`src/hdl/line_event_pkg.sv`:
```
// constants for the edge line event unit
// Function
// - line interrupt passes only while its interrupt mask bit is set
// - line event pulse passes only while its event mask bit is set
// - rising select bit makes a low-to-high change a request
// - falling select bit makes a high-to-low change a request; both give either edge
// - writing one to a soft trigger bit that is zero raises a request; zero deactivates it
// - pending flag is sticky, cleared only by writing one
// - sixteen pin lines plus supply monitor, alarm and usb wakeup lines
// - each line configured and masked independently of the others
`default_nettype none
package line_event_pkg;
	localparam int          NUM_LINES        = 19;
	localparam int          NUM_PIN_LINES    = 16;
	localparam int          PIN_SEL_W        = 2;
	localparam int          SYNC_STAGES      = 2;
	localparam logic [7:0]  OFS_INT_MASK     = 8'h00;
	localparam logic [7:0]  OFS_EVT_MASK     = 8'h04;
	localparam logic [7:0]  OFS_RISE_SEL     = 8'h08;
	localparam logic [7:0]  OFS_FALL_SEL     = 8'h0C;
	localparam logic [7:0]  OFS_SOFT_TRIG    = 8'h10;
	localparam logic [7:0]  OFS_PENDING      = 8'h14;
	localparam logic [7:0]  OFS_PIN_SEL_LO   = 8'h18;
	localparam logic [7:0]  OFS_PIN_SEL_HI   = 8'h1C;
	localparam logic [18:0] RST_LINE_REG     = 19'h00000;
	localparam logic [31:0] RST_PIN_SEL      = 32'h00000000;
	localparam logic [1:0]  HTRANS_NONSEQ    = 2'h2;
	localparam logic [1:0]  HTRANS_SEQ       = 2'h3;
	localparam logic [1:0]  HRESP_OKAY       = 2'h0;
endpackage : line_event_pkg
`default_nettype wire

```
`src/hdl/line_edge_detect.sv`:
```
// per line synchroniser and edge detector
`timescale 1ns/1ps
`default_nettype none
module line_edge_detect (
	input  wire logic hclk,
	input  wire logic hresetn,
	input  wire logic line_in,
	input  wire logic rise_en,
	input  wire logic fall_en,
	output logic      trigger
);
	import line_event_pkg::*;

	logic [SYNC_STAGES-1:0] sync_q;
	logic [SYNC_STAGES-1:0] next_sync_q;
	logic                   prev_q;
	logic                   next_prev_q;
	logic                   trig_q;
	logic                   next_trig_q;
	logic                   cur;

	always_comb begin
		next_sync_q = {sync_q[SYNC_STAGES-2:0], line_in};
		cur         = sync_q[SYNC_STAGES-1];
		next_prev_q = cur;
		next_trig_q = (rise_en & cur & ~prev_q)
			| (fall_en & ~cur & prev_q);
	end

	always_ff @(posedge hclk or negedge hresetn) begin
		if (!hresetn) begin
			sync_q <= '0;
			prev_q <= 1'b0;
			trig_q <= 1'b0;
		end else begin
			sync_q <= next_sync_q;
			prev_q <= next_prev_q;
			trig_q <= next_trig_q;
		end
	end

	assign trigger = trig_q;
endmodule : line_edge_detect
`default_nettype wire

```
`src/hdl/edge_line_event_unit.sv`:
```
// edge line event unit with ahb-lite register slave
//
// Chosen here: the AHB-Lite slave port.
`timescale 1ns/1ps
`default_nettype none
module edge_line_event_unit (
	input  wire logic                                     hclk,
	input  wire logic                                     hresetn,
	input  wire logic                                     hsel,
	input  wire logic [31:0]                              haddr,
	input  wire logic [1:0]                               htrans,
	input  wire logic                                     hwrite,
	input  wire logic [2:0]                               hsize,
	input  wire logic                                     hready,
	input  wire logic [31:0]                              hwdata,
	output logic      [31:0]                              hrdata,
	output logic                                          hreadyout,
	output logic      [1:0]                               hresp,
	input  wire logic [line_event_pkg::NUM_PIN_LINES-1:0] port_a_pins,
	input  wire logic [line_event_pkg::NUM_PIN_LINES-1:0] port_b_pins,
	input  wire logic [line_event_pkg::NUM_PIN_LINES-1:0] port_c_pins,
	input  wire logic [line_event_pkg::NUM_PIN_LINES-1:0] port_d_pins,
	input  wire logic                                     supply_monitor_detect,
	input  wire logic                                     alarm_line,
	input  wire logic                                     usb_wakeup_line,
	output logic      [line_event_pkg::NUM_LINES-1:0]     line_irq,
	output logic      [line_event_pkg::NUM_LINES-1:0]     line_event
);
	import line_event_pkg::*;

	logic [NUM_LINES-1:0] line_interrupt_mask;
	logic [NUM_LINES-1:0] line_event_mask;
	logic [NUM_LINES-1:0] rising_edge_select;
	logic [NUM_LINES-1:0] falling_edge_select;
	logic [NUM_LINES-1:0] software_trigger;
	logic [NUM_LINES-1:0] line_pending_flags;
	logic [31:0]          pin_select;
	logic [NUM_LINES-1:0] next_line_interrupt_mask;
	logic [NUM_LINES-1:0] next_line_event_mask;
	logic [NUM_LINES-1:0] next_rising_edge_select;
	logic [NUM_LINES-1:0] next_falling_edge_select;
	logic [NUM_LINES-1:0] next_software_trigger;
	logic [NUM_LINES-1:0] next_line_pending_flags;
	logic [31:0]          next_pin_select;
	logic                 wr_pend;
	logic [7:0]           wr_addr;
	logic                 next_wr_pend;
	logic [7:0]           next_wr_addr;
	logic [31:0]          rdata;
	logic [31:0]          next_rdata;
	logic [NUM_LINES-1:0] src_line;
	logic [NUM_LINES-1:0] edge_trig;
	logic [NUM_LINES-1:0] soft_pulse;
	logic [NUM_LINES-1:0] req;
	logic [NUM_LINES-1:0] irq_q;
	logic [NUM_LINES-1:0] evt_q;
	logic [NUM_LINES-1:0] next_irq_q;
	logic [NUM_LINES-1:0] next_evt_q;
	logic                 addr_phase;
	logic [NUM_LINES-1:0] wmask;

	// line sources: pins by selected port, then internal sources
	genvar g;
	generate
		for (g = 0; g < NUM_LINES; g++) begin : g_line
			if (g < NUM_PIN_LINES) begin : g_pin
				logic [PIN_SEL_W-1:0] sel;
				assign sel = pin_select[g*PIN_SEL_W +: PIN_SEL_W];
				assign src_line[g] = (sel == 2'h0) ? port_a_pins[g] :
					(sel == 2'h1) ? port_b_pins[g] :
					(sel == 2'h2) ? port_c_pins[g] : port_d_pins[g];
			end
			line_edge_detect u_det (
				.hclk    (hclk),
				.hresetn (hresetn),
				.line_in (src_line[g]),
				.rise_en (rising_edge_select[g]),
				.fall_en (falling_edge_select[g]),
				.trigger (edge_trig[g])
			);
		end
	endgenerate
	assign src_line[16] = supply_monitor_detect;
	assign src_line[17] = alarm_line;
	assign src_line[18] = usb_wakeup_line;

	always_comb begin
		addr_phase = hsel & hready & (htrans == HTRANS_NONSEQ || htrans == HTRANS_SEQ);
		next_wr_pend = addr_phase & hwrite;
		next_wr_addr = haddr[7:0];
		wmask = hwdata[NUM_LINES-1:0];
		soft_pulse = '0;
		next_line_interrupt_mask = line_interrupt_mask;
		next_line_event_mask = line_event_mask;
		next_rising_edge_select = rising_edge_select;
		next_falling_edge_select = falling_edge_select;
		next_software_trigger = software_trigger;
		next_pin_select = pin_select;
		next_line_pending_flags = line_pending_flags;
		if (wr_pend) begin
			unique case (wr_addr)
				OFS_INT_MASK:   next_line_interrupt_mask = wmask;
				OFS_EVT_MASK:   next_line_event_mask = wmask;
				OFS_RISE_SEL:   next_rising_edge_select = wmask;
				OFS_FALL_SEL:   next_falling_edge_select = wmask;
				OFS_SOFT_TRIG: begin
					next_software_trigger = wmask;
					soft_pulse = wmask & ~software_trigger;
				end
				OFS_PENDING:    next_line_pending_flags = line_pending_flags & ~wmask;
				OFS_PIN_SEL_LO: next_pin_select = hwdata;
				OFS_PIN_SEL_HI: next_pin_select = hwdata;
				default: ;
			endcase
		end
		req = edge_trig | soft_pulse;
		next_line_pending_flags = next_line_pending_flags | req;
		next_irq_q = req & line_interrupt_mask;
		next_evt_q = req & line_event_mask;
		next_rdata = 32'h00000000;
		if (addr_phase && !hwrite) begin
			unique case (haddr[7:0])
				OFS_INT_MASK:   next_rdata = {13'h0000, line_interrupt_mask};
				OFS_EVT_MASK:   next_rdata = {13'h0000, line_event_mask};
				OFS_RISE_SEL:   next_rdata = {13'h0000, rising_edge_select};
				OFS_FALL_SEL:   next_rdata = {13'h0000, falling_edge_select};
				OFS_SOFT_TRIG:  next_rdata = {13'h0000, software_trigger};
				OFS_PENDING:    next_rdata = {13'h0000, line_pending_flags};
				OFS_PIN_SEL_LO: next_rdata = pin_select;
				OFS_PIN_SEL_HI: next_rdata = pin_select;
				default:        next_rdata = 32'h00000000;
			endcase
		end
	end

	always_ff @(posedge hclk or negedge hresetn) begin
		if (!hresetn) begin
			line_interrupt_mask <= RST_LINE_REG;
			line_event_mask <= RST_LINE_REG;
			rising_edge_select <= RST_LINE_REG;
			falling_edge_select <= RST_LINE_REG;
			software_trigger <= RST_LINE_REG;
			line_pending_flags <= RST_LINE_REG;
			pin_select <= RST_PIN_SEL;
			wr_pend <= 1'b0;
			wr_addr <= 8'h00;
			rdata <= 32'h00000000;
			irq_q <= RST_LINE_REG;
			evt_q <= RST_LINE_REG;
		end else begin
			line_interrupt_mask <= next_line_interrupt_mask;
			line_event_mask <= next_line_event_mask;
			rising_edge_select <= next_rising_edge_select;
			falling_edge_select <= next_falling_edge_select;
			software_trigger <= next_software_trigger;
			line_pending_flags <= next_line_pending_flags;
			pin_select <= next_pin_select;
			wr_pend <= next_wr_pend;
			wr_addr <= next_wr_addr;
			rdata <= next_rdata;
			irq_q <= next_irq_q;
			evt_q <= next_evt_q;
		end
	end

	assign hrdata = rdata;
	assign hreadyout = 1'b1;
	assign hresp = HRESP_OKAY;
	assign line_irq = irq_q;
	assign line_event = evt_q;
endmodule : edge_line_event_unit
`default_nettype wire

```
`config.mk`:
```
export PLATFORM = sky130hd
export DESIGN_NAME = edge_line_event_unit
export DESIGN_NICKNAME = d
export VERILOG_FILES = /design/src/hdl/line_event_pkg.sv /design/src/hdl/line_edge_detect.sv /design/src/hdl/edge_line_event_unit.sv
export SDC_FILE = /design/constraint.sdc
export NUM_CORES = 1
export LEC_CHECK = 0
export BUFFER_PORTS_ARGS = -buffer_cell sky130_fd_sc_hd__buf_2
export CAP_MARGIN = 20
export CORE_ASPECT_RATIO = 1.75
export CORE_MARGIN = 3
export CORE_UTILIZATION = 56
export DETAILED_ROUTE_END_ITERATION = 10
export PLACE_DENSITY = 0.79
export SETUP_SLACK_MARGIN = 0.02
export SYNTH_ARGS = -nofsm -noshare
export SYNTH_HDL_FRONTEND = slang
export SYNTH_SLANG_ARGS = --single-unit
```
`constraint.sdc`:
```
create_clock -name hclk -period 2.63 [get_ports hclk]
set_input_delay 0 -clock hclk [delete_from_list [all_inputs] [get_ports hclk]]
set_output_delay 0 -clock hclk [all_outputs]
set_load 0.03 [all_outputs]
```
# Word level (Yosys, flattened, before mapping)
# Index checks and enable logic that the tools add are counted.
# totals
ff_bits,301
input_bits,141
output_inout_bits,73
# op_classes
n_eq_ne,48
mux,54
bitwise,144
n_reduce_logical,29
# ops
cell,n
$pmux 32 s7,1
$and 1x1->1,79
$and 19x19->19,4
$mux 19,4
$eq 8x5->1 const B,8
$mux 1,48
$not 1->1,38
$not 19->19,2
$or 19x19->19,2
$eq 2x2->1 const B,18
$eq 2x1->1 const B,16
$eq 8x4->1 const B,4
$logic_not 2->1,16
$mux 32,1
$or 1x1->1,19
$eq 8x3->1 const B,2
$logic_not 8->1,2
$reduce_and 2->1,6
$reduce_or 2->1,2
$logic_and 1x1->1,1
$logic_not 1->1,1
$logic_or 1x1->1,1

# Depth between registers and ports, before layout
# Gate-level depths: netlist of the first run.
# logic_depth
depth_word,6
mapped_depth,8
depth_no_buf,4

# Cells and area by module
# Synthesis of the first run repeated with hierarchy kept, for this count alone.
# unflattened
hier_cells,839
area_unflattened_um2,11940.2
# by_module_without_submodules
module,instances,cells_per_inst,area_each_um2
edge_line_event_unit,1,706,9658.0
line_edge_detect,19,7,120.1

# Worst setup path before layout of the first run
# Ideal clock, no wire load.
# synth_path
path_kind,register to register
startpoint,register wr_addr[1]
endpoint,register line_interrupt_mask[10]
setup_time_ns,0.125
t_arrival_ns,1.824
required_ns,2.505
path_slack_ns,0.681
path_stages_with_launch,5
synth_period_minus_slack_ns,1.949
path_cell_list,dfrtp_1 -> or4b_4 -> nor3_4 -> buf_6 -> mux2_2
# synth_via
elab_chain_cells,2
# synth_rtl
item,line_no,rtl
start: declaration,edge_line_event_unit.sv:46,logic [7:0] wr_addr;
start signal: assignment,edge_line_event_unit.sv:159,wr_addr <= next_wr_addr;
$logic_not 8->1,edge_line_event_unit.sv:101,unique case (wr_addr)
$reduce_and 2->1 (no line),-,
end signal: assignment,edge_line_event_unit.sv:151,line_interrupt_mask <= next_line_interrupt_mask;
end: declaration,edge_line_event_unit.sv:31,logic [NUM_LINES-1:0] line_interrupt_mask;
# No other way between the ends.
# A chain may end at the register's enable or synchronous reset.

# Final worst setup path of the first run
# layout_path
startpoint,input port haddr[1]
endpoint,register rdata[11] (netlist: hrdata[11])
# layout_via
elab_chain_cells,4
word_cells_on_any_way,11
cone_classes,eq/ne (7); mux (2); reduce/logical (2)
# layout_rtl
item,line_no,rtl
start: declaration,edge_line_event_unit.sv:10,"input wire logic [31:0] haddr,"
$eq 8x5->1,edge_line_event_unit.sv:122,unique case (haddr[7:0])
$reduce_or 2->1 (no line),-,
$pmux 32 s7 (*),edge_line_event_unit.sv:122,
$mux 32 (*),edge_line_event_unit.sv:121,if (addr_phase && !hwrite) begin
net next_rdata[11],edge_line_event_unit.sv:50,logic [31:0] next_rdata;
end signal: assignment,edge_line_event_unit.sv:160,rdata <= next_rdata;
end: declaration,edge_line_event_unit.sv:49,logic [31:0] rdata;
# Mark *: on every way through the listed nets, which the timed path passes. The rest lies on a longest branch.

==> impl_metrics.json, run 1 <==
{
  "cts_sinks": 301,
  "hp-class": "in -> reg",
  "seq_area_frac_synth_pct": 62.69,
  "status": "finished, final reports clean",
  "final_util_pct": 71.07,
  "maxCapViolations": 0,
  "cts_buffers": 26,
  "start_util_pct": 57.16,
  "fmax_ghz": 0.4500,
  "synth_seq_cells": 301,
  "die-area_mm2": 0.02332,
  "ioPinCount": 214,
  "hpwl_um": 18820,
  "setup_tns_ns": 0,
  "rsz0062_at_grt": "no",
  "antenna_cells": 0,
  "synthMuxAreaShare_pct": 18.53,
  "setup_ws_ns": 0.4079,
  "drc": 0,
  "dpl_cell_area_mm2": 0.01334,
  "nets": 1276,
  "grt_pass1_vias": 8773,
  "path_class": "in -> reg",
  "ys.flop_type": "dfrtp_1",
  "synth_largest_area_cell": "dfrtp_1",
  "worstPathArrival_ns": 2.59,
  "die_width_um": 116.7,
  "ys_top_cells_by_area": "dfrtp_1 (63%), mux2_2 (13%), mux4_2 (4.9%)",
  "cts_htree_levels": 1,
  "final_cells": 1405,
  "p_per_area_mw_per_mm2": 625.1,
  "synth_xor_area_share_pct": 0,
  "grt_overflow_total": 0,
  "area_delta_synth_final_pct": 24.34,
  "grtUsageTotal_pct": 25.83,
  "clockRootBuffer": "clkbuf_16",
  "power.total_mw": 9.338,
  "numPortBuffers": 182,
  "coreArea_mm2": 0.02102,
  "yosysUniqueCellTypes": 47,
  "syn_area_per_cell_um2": 14.07,
  "ant_nets": 0,
  "layout-drive-gt1-share_pct": 37.55,
  "p_sw_mw": 2.090,
  "cts_tree": "done",
  "clkTransAtPathRegs_ns": 0.07,
  "seqPwrFrac_pct": 52.9,
  "vias": 8150,
  "ir_drop_uv": 645.2,
  "synthSimpleGateAreaFrac_pct": 9.799,
  "grt_pass1_wl_um": 46440,
  "synthAdderAreaFrac_pct": 0,
  "grt_max_degree": 85,
  "synth_edf_count": 0,
  "via_per_inst": 5.801,
  "pre_cts_ws_ns": 0.5355,
  "slew_headroom_pct": 41.91,
  "hold_slack_ns": 0.05140,
  "syn_inst": 854,
  "synth_top_area_share_pct": 62.69,
  "postCtsSetupBuffers": 0,
  "final-hold-violation-count": 0,
  "cts_buffer_depth": 3,
  "synth_top_family_by_area": "multiplexers",
  "swShare_pct": 22.38,
  "finalSetupViolCount": 0,
  "gp_congestion": 0.8186,
  "dp_cells": 1282,
  "cp.required_ns": 3.00,
  "end_kind": "register",
  "syn_area_mm2": 0.01202,
  "clock_latency_ns": 0.52,
  "design_area_mm2": 0.01494,
  "synth_compound_area_share_pct": 6.415,
  "drt_iter0_drc": 514,
  "fin_crit_ns": 2.222,
  "p_int_mw": 7.248,
  "antenna_found_initial": 0,
  "p_comb_share_pct": 7.6,
  "num_rows": 70,
  "wl_per_cell_um": 20.99,
  "tightest_slew_ns": 0.8714,
  "clockPowerShare_pct": 39.5,
  "drv_slew": 0,
  "min_period_over_period_pct": 84.49,
  "skew_ns": 0.009571,
  "die_h_um": 199.8,
  "dr.pass1.iters": 7,
  "synthArstFlopShare_pct": 100.0,
  "power_leakage_nw": 6.929,
  "synth.yosys.warnings": 0,
  "drt-total-wl_um": 29490,
  "startpoint_type": "input pin",
  "path_max_fanout": 12
}
-- repair_timing --
item,4_1_cts,5_1_grt
hold endpoints to repair,330,0
resized for setup,0,0
hold buffers,77,0
-- metal layers --
metal	GRT usage [%]	vias up	share of wire [%]
li1	-	3618	-
met1	31.33	4134	38
met2	45.30	314	52
met3	4.796	84	6.5
met4	10.25	0	3.7
met5	0	-	0
-- state kept, by name, indices dropped and copies added (netlist names) --
signal                cells
software_trigger         19
wr_pend                   1
hrdata                   32
rising_edge_select       19
line_interrupt_mask      19
falling_edge_select      19
pin_select               32
line_irq                 19
g_line.u_det.trigger     19
line_pending_flags       19
line_event               19
line_event_mask          19
wr_addr                   8
g_line.u_det.sync_q      38
g_line.u_det.prev_q      19
-- Yosys cell counts (3+ instances only) --
master	n
a2bb2oi_1	3
mux2_2	142
clkbuf_1	11
a31oi_1	19
nand2b_1	10
buf_4	6
a41oi_1	5
a21oi_1	23
dfrtp_1	301
o21ai_0	30
inv_1	21
nand3b_1	24
nand2_1	41
nor2_1	15
a211oi_1	19
buf_2	16
mux2i_1	3
nand3_1	5
a22oi_1	9
nor2b_1	71
and3_1	13
mux4_2	26
buf_6	3
a221oi_1	10
-- critical path, cell delays in order --
cell	delay, ns
dlygate4sd3_1	0.53
buf_2	0.14
or3_4	0.39
or3_1	0.33
or3_1	0.68
a41oi_1	0.52
-- worst paths after layout --
check	from	to	slack, ns	depth (start not counted)
worst min register to register	g_line[13].u_det.sync_q[0]$_DFF_PN0_	g_line[13].u_det.sync_q[1]$_DFF_PN0_	0.35	0
worst max register to register	wr_addr[5]$_DFF_PN0_	software_trigger[1]$_DFFE_PN0P_	0.54	4
max in group asynchronous	hresetn	hrdata[21]$_DFF_PN0_	1.64	3
min in group asynchronous	hresetn	hrdata[11]$_DFF_PN0_	0.06	2
worst min-delay path	haddr[2]	wr_addr[2]$_DFF_PN0_	0.05	1
worst max-delay path	haddr[1]	hrdata[11]$_DFF_PN0_	0.41	6
-- kinds of logic after synthesis --
kind of cell / after synthesis
other: 2
and+or+nand+nor: 199
muxes: 172
DFF: 301
AOI/OAI and AO/OA: 120
buffers and inverters: 60
-- power by group through the flow --
stage / registers, mW / clock network (mW) / logic, mW
after global placement: 5.01 / 0 / 0.583
after CTS: 4.94 / 3.77 / 0.709
after detailed placement: 5.02 / 0 / 0.599
after floorplan: 5.00 / 0 / 0.289
after global routing: 4.96 / 3.94 / 0.781
final: 4.94 / 3.69 / 0.709
-- cell type report --
class	instances	area (µm²)
Sequential cell	301	7532
Inverter	21	78.83
Tap cell	252	315.3
Clock buffer	39	790.8
Fill cell	1417	6081
Timing Repair Buffer	291	1982
Clock inverter	7	38.79
Multi-Input combinational cell	494	4202
-- cell usage in the layout (no fill, tap or decap), types with 3 or more instances in the layout --
cell type / Yosys / routed
a2bb2oi_1: 3 / 3
clkbuf_1: 11 / 5
mux2i_1: 3 / 3
conb_1: 2 / 3
a41oi_1: 5 / 5
buf_12: 0 / 4
nand3_1: 5 / 5
a21oi_1: 23 / 23
buf_4: 6 / 28
dfrtp_1: 301 / 301
mux2_2: 142 / 142
dlygate4sd3_1: 0 / 77
o21ai_0: 30 / 30
clkbuf_8: 0 / 7
and3_1: 13 / 13
a31oi_1: 19 / 19
a221oi_1: 10 / 10
a211oi_1: 19 / 19
clkbuf_16: 0 / 27
a22oi_1: 9 / 9
nand3b_1: 24 / 24
inv_1: 21 / 21
mux4_2: 26 / 26
nor2_1: 15 / 14
clkinv_2: 0 / 6
nand2b_1: 10 / 9
nor2b_1: 71 / 71
buf_2: 16 / 181
nand2_1: 41 / 41
No activity file was read; power rests on OpenSTA's default activity.
==> run 2: changes to the inputs <==
Settings changed: CORE_UTILIZATION 56 to 50, PLACE_DENSITY 0.79 to 0.74.
Clock period 2.63 ns to 1.97 ns, I/O delays scaled along.
==> run 2 against run 1 <==
  * The run now ends with negative setup slack left
  * Clock skew increased by 0.0037 ns
  * Power grew 41%
  * Sequential share of layout area shrank 1.8 points
  * Combinational power up 39%
  * Critical path type is now reg -> reg
  * Critical endpoint is now line_event[9]$_DFF_PN0_
  * Highest routed layer is now met5
==> impl_metrics.json, run 2 (synthesized netlist as in run 1, its figures left out) <==
{
  "cts_buffers": 27,
  "cts_buffer_depth": 3,
  "skew_ns": 0.01330,
  "finalSetupViolCount": 2,
  "path_cells": "or4b_4 > nor3_4 > buf_4 > clkbuf_16 > a21oi_1 > nor2b_1",
  "dr.pass1.iters": 4,
  "worstPathArrival_ns": 2.42,
  "die-area_mm2": 0.02600,
  "cp_num_cells": 6,
  "drc": 0,
  "max_stage_delay_ns": 0.58,
  "hold_depth": 2,
  "setup_tns_ns": -0.009010,
  "clockPowerShare_pct": 42.3,
  "die_h_um": 211.1,
  "swShare_pct": 21.93,
  "area_delta_synth_final_pct": 28.82,
  "pre_cts_ws_ns": 0.008695,
  "hp-start": "haddr[2]",
  "hold_slack_ns": 0.08030,
  "numPortBuffers": 182,
  "start_util_pct": 51.09,
  "fmax_ghz": 0.5063,
  "worstReg2RegStart": "wr_addr[6]$_DFF_PN0_",
  "drt-total-wl_um": 30590,
  "ant_nets": 0,
  "final_cell_mix": "dfrtp_1 (301), buf_2 (181), mux2_2 (129)",
  "startpoint": "wr_addr[6]$_DFF_PN0_",
  "rsz0062_at_grt": "yes",
  "path_class": "reg -> reg",
  "slowest_stage": "or4b_4",
  "p_per_area_mw_per_mm2": 848.8,
  "p_sw_mw": 2.882,
  "clockRootBuffer": "clkbuf_16",
  "status": "finished with violations",
  "cp.required_ns": 2.41,
  "crit_buf_inv": 2,
  "ioPinCount": 214,
  "gp_congestion": 0.8290,
  "power.total_mw": 13.14,
  "cts_sinks": 301,
  "seqPwrFrac_pct": 50.2,
  "final_common_cell": "dfrtp_1",
  "min_period_over_period_pct": 100.3,
  "grt_pass1_wl_um": 47490,
  "num_rows": 74,
  "design_area_mm2": 0.01548,
  "final-hold-violation-count": 0,
  "crit_family": "simple AND/OR/NAND/NOR gates",
  "reg2reg_depth": 6,
  "power_leakage_nw": 7.131,
  "drv_slew": 0,
  "grt_overflow_total": 0,
  "ir_drop_uv": 799.4,
  "failed_checks": "negative setup slack",
  "vias": 8173,
  "regMostFlops": "g_line.u_det.sync_q",
  "setup_ws_ns": -0.004978,
  "antenna_cells": 0,
  "p_int_mw": 10.26,
  "grt_pass1_vias": 8858,
  "clock_latency_ns": 0.54,
  "slew_headroom_pct": 32.94,
  "via_per_inst": 5.541,
  "wl_per_cell_um": 20.74,
  "hpwl_um": 19420,
  "layout-drive-gt1-share_pct": 38.77,
  "hp-class": "in -> reg",
  "antenna_found_initial": 1,
  "p_comb_share_pct": 7.5,
  "path_max_fanout": 13,
  "cts_tree": "done",
  "startpoint_type": "register",
  "tightest_slew_ns": 0.9984,
  "maxCapViolations": 0,
  "drt_iter0_drc": 546,
  "largest_reg_flops": 38,
  "fin_crit_ns": 1.975,
  "grtUsageTotal_pct": 23.76,
  "cts_htree_levels": 1,
  "end_kind": "register",
  "clkTransAtPathRegs_ns": 0.07,
  "dpl_cell_area_mm2": 0.01359,
  "nets": 1293,
  "grt_max_degree": 71,
  "coreArea_mm2": 0.02352,
  "die_width_um": 123.2
}
run 2: what timing repair did:
| item | CTS | global route |
|---|---|---|
| pin swaps | 1 | 3 |
| buffers inserted | 0 | 4 |
| hold buffers | 78 | 0 |
| cloned | 0 | 2 |
| endpoints found under the setup margin | 23 | 27 |
| gates resized for setup | 1 | 19 |
| endpoints found under the hold margin | 492 | 0 |
run 2: through the flow:
stage	std cells	utilization, %
floorplan	855	-
global placement	1343	57.80
detailed placement	1343	57.80
CTS	1469	65.18
global route	1475	65.82
finish	1475	65.82
run 2: path summary, 6_finish.rpt:
kind / endpoint / slack (ns)
worst max-delay path: line_event[9]$_DFF_PN0_ / -0.005
worst min-delay path: wr_addr[2]$_DFF_PN0_ / 0.08
worst max register to register: line_event[9]$_DFF_PN0_ / -0.005
worst min register to register: g_line[1].u_det.sync_q[1]$_DFF_PN0_ / 0.34
max in group asynchronous: line_irq[6]$_DFF_PN0_ / 1.44
min in group asynchronous: software_trigger[2]$_DFFE_PN0P_ / 0.10
run 2: final cells by class:
type	count	area (µm²)
clock buffer	36	749.5
clock inverter	12	191.4
timing repair buffer	307	2277
sequential	301	7532
tap	304	380.4
multi-input combinational	494	4269
fill	1716	8039
inverter	21	78.83
run 2: metal layers:
layer | global-route usage (%) | wire (µm)
met1 | 28.96 | 11520
met2 | 42.11 | 16130
met3 | 3.725 | 1870
met4 | 8.910 | 1051
met5 | 0 | 13
run 2: worst reg2reg max path, cell delays in order (launching register included):
cell,delay [ns]
dfrtp_1,0.39
or4b_4,0.58
nor3_4,0.24
buf_4,0.17
clkbuf_16,0.18
a21oi_1,0.11
nor2b_1,0.21
run 2: power by group through the flow:
stage	sequential, mW	clock, mW	combinational (mW)
2_1_floorplan	6.67	0	0.385
3_3_place_gp	6.70	0	0.810
3_5_place_dp	6.71	0	0.827
4_1_cts	6.60	5.67	0.979
5_1_grt	6.62	5.93	1.07
6_report	6.60	5.56	0.982
==> run 3: changes to the inputs <==
Settings changed: MAX_ROUTING_LAYER set to met4.
==> run 3 against run 2 <==
  * The run still ends with negative setup slack left
  * Setup slack got worse by 0.0097 ns
  * Sequential share of layout area about the same
  * Critical endpoint unchanged
  * First-iteration DRC count increased by 14%
  * Sequential power about the same
  * Via count increased by 0.32%
  * Register-to-register slack about the same
  * Die area unchanged
  * Clock skew decreased by 0.0022 ns
  * Utilization about the same
  * Clock-buffer cell count unchanged
  * Sequential cell count unchanged
  * Final cell count increased by 0.14%
==> impl_metrics.json, run 3 (synthesized netlist as in run 1, its figures left out) <==
{
  "slowest_stage": "or4b_4",
  "crit_family": "simple AND/OR/NAND/NOR gates",
  "via_per_inst": 5.551,
  "startpoint_type": "register",
  "min_period_over_period_pct": 100.7,
  "end_kind": "register",
  "maxCapViolations": 0,
  "die_h_um": 211.1,
  "skew_ns": 0.01105,
  "p_per_area_mw_per_mm2": 848.7,
  "dr.pass1.iters": 5,
  "crit_buf_inv": 2,
  "failed_checks": "negative setup slack",
  "tightest_slew_ns": 0.9992,
  "clock_latency_ns": 0.54,
  "coreArea_mm2": 0.02352,
  "worstPathArrival_ns": 2.43,
  "nets": 1293,
  "ir_drop_uv": 800.6,
  "status": "finished with violations",
  "num_rows": 74,
  "fin_crit_ns": 1.985,
  "path_max_fanout": 13,
  "gp_congestion": 0.8417,
  "cts_sinks": 301,
  "final_util_pct": 65.84,
  "drt_iter0_drc": 621,
  "regMostFlops": "g_line.u_det.sync_q",
  "cts_tree": "done",
  "vias": 8199,
  "fillers": 1713,
  "rsz0062_at_grt": "yes",
  "grt_max_degree": 71,
  "antenna_found_initial": 1,
  "drc": 0,
  "hp-class": "in -> reg",
  "setup_tns_ns": -0.02876,
  "clockRootBuffer": "clkbuf_16",
  "ioPinCount": 214,
  "layout-drive-gt1-share_pct": 38.77,
  "grt_pass1_vias": 8873,
  "die-area_mm2": 0.02600,
  "clkTransAtPathRegs_ns": 0.07,
  "path_cells": "or4b_4 > nor3_4 > buf_4 > clkbuf_16 > a21oi_1 > nor2b_1",
  "start_util_pct": 51.09,
  "drt-total-wl_um": 30650,
  "cts_buffers": 27,
  "area_delta_synth_final_pct": 28.87,
  "hold_slack_ns": 0.08002,
  "cp.required_ns": 2.41,
  "path_class": "reg -> reg",
  "hpwl_um": 19420,
  "cts_buffer_depth": 3,
  "power_leakage_nw": 7.131,
  "grt_overflow_total": 0,
  "final_cell_mix": "dfrtp_1 (301), buf_2 (181), mux2_2 (129)",
  "cts_htree_levels": 1,
  "die_width_um": 123.2,
  "grt_pass1_wl_um": 47500,
  "largest_reg_flops": 38,
  "max_stage_delay_ns": 0.58,
  "drv_slew": 0,
  "slew_headroom_pct": 32.88,
  "wl_per_cell_um": 20.75,
  "final_common_cell": "dfrtp_1",
  "ant_nets": 0,
  "fmax_ghz": 0.5039,
  "final-hold-violation-count": 0,
  "finalSetupViolCount": 3,
  "grtUsageTotal_pct": 24.51,
  "setup_ws_ns": -0.01468,
  "numPortBuffers": 182
}
==> run 3: area by class of cell <==
| cell class | count | area [µm²] | area share (%) |
|---|---|---|---|
| inverters | 21 | 78.83 | 0.5091 |
| diodes | 2 | 5.005 | 0.03232 |
| multi-input cells | 494 | 4269 | 27.57 |
| clock inverters | 12 | 191.4 | 1.236 |
| repair buffers | 307 | 2277 | 14.71 |
| clock buffers | 36 | 749.5 | 4.840 |
| flip-flops and latches | 301 | 7532 | 48.65 |
| well taps | 304 | 380.4 | 2.457 |
==> run 3: where the power goes <==
part           internal (mW)  leakage (nW)  total, mW  switching, mW
Clock                   3.32         0.462       5.56           2.24
Sequential              6.42          3.78       6.60          0.177
Combinational          0.511          2.89      0.982          0.471
==> run 3: metal layers <==
layer	share of wire, %	wire length (µm)	GRT usage [%]
met1	38	11780	29.43
met2	53	16160	42.16
met3	5.5	1671	3.081
met4	3.4	1034	8.910
met5	0	0	-
==> run 3: what timing repair did <==
action	in CTS	in global routing
hold buffers	78	0
endpoints found under the setup margin	23	27
hold endpoints to repair	492	0
gates resized for setup	1	19
buffers inserted	0	4
gates cloned	0	2
pin swaps	1	3
==> run 3: worst paths after layout <==
path / from / endpoint / slack, ns / cells past startpoint
worst min-delay path: haddr[2] / wr_addr[2]$_DFF_PN0_ / 0.08 / 2
max in group asynchronous: hresetn / line_irq[6]$_DFF_PN0_ / 1.43 / 3
worst max register to register: wr_addr[6]$_DFF_PN0_ / line_event[9]$_DFF_PN0_ / -0.01 / 6
min in group asynchronous: hresetn / software_trigger[2]$_DFFE_PN0P_ / 0.11 / 3
worst min register to register: g_line[1].u_det.sync_q[0]$_DFF_PN0_ / g_line[1].u_det.sync_q[1]$_DFF_PN0_ / 0.34 / 0
worst max-delay path: wr_addr[6]$_DFF_PN0_ / line_event[9]$_DFF_PN0_ / -0.01 / 6
==> run 3: metrics by stage <==
step	cell area, µm²	worst slack, ns	std cells	total power [mW]
after global routing	15480	-0.04499	1476	13.64
after global placement	13590	0.04140	1343	7.508
after floorplan	12020	0.02070	855	7.059
after detailed placement	13590	0.008695	1343	7.539
after CTS	15330	0.007706	1469	13.25
final	15480	-0.01468	1477	13.14
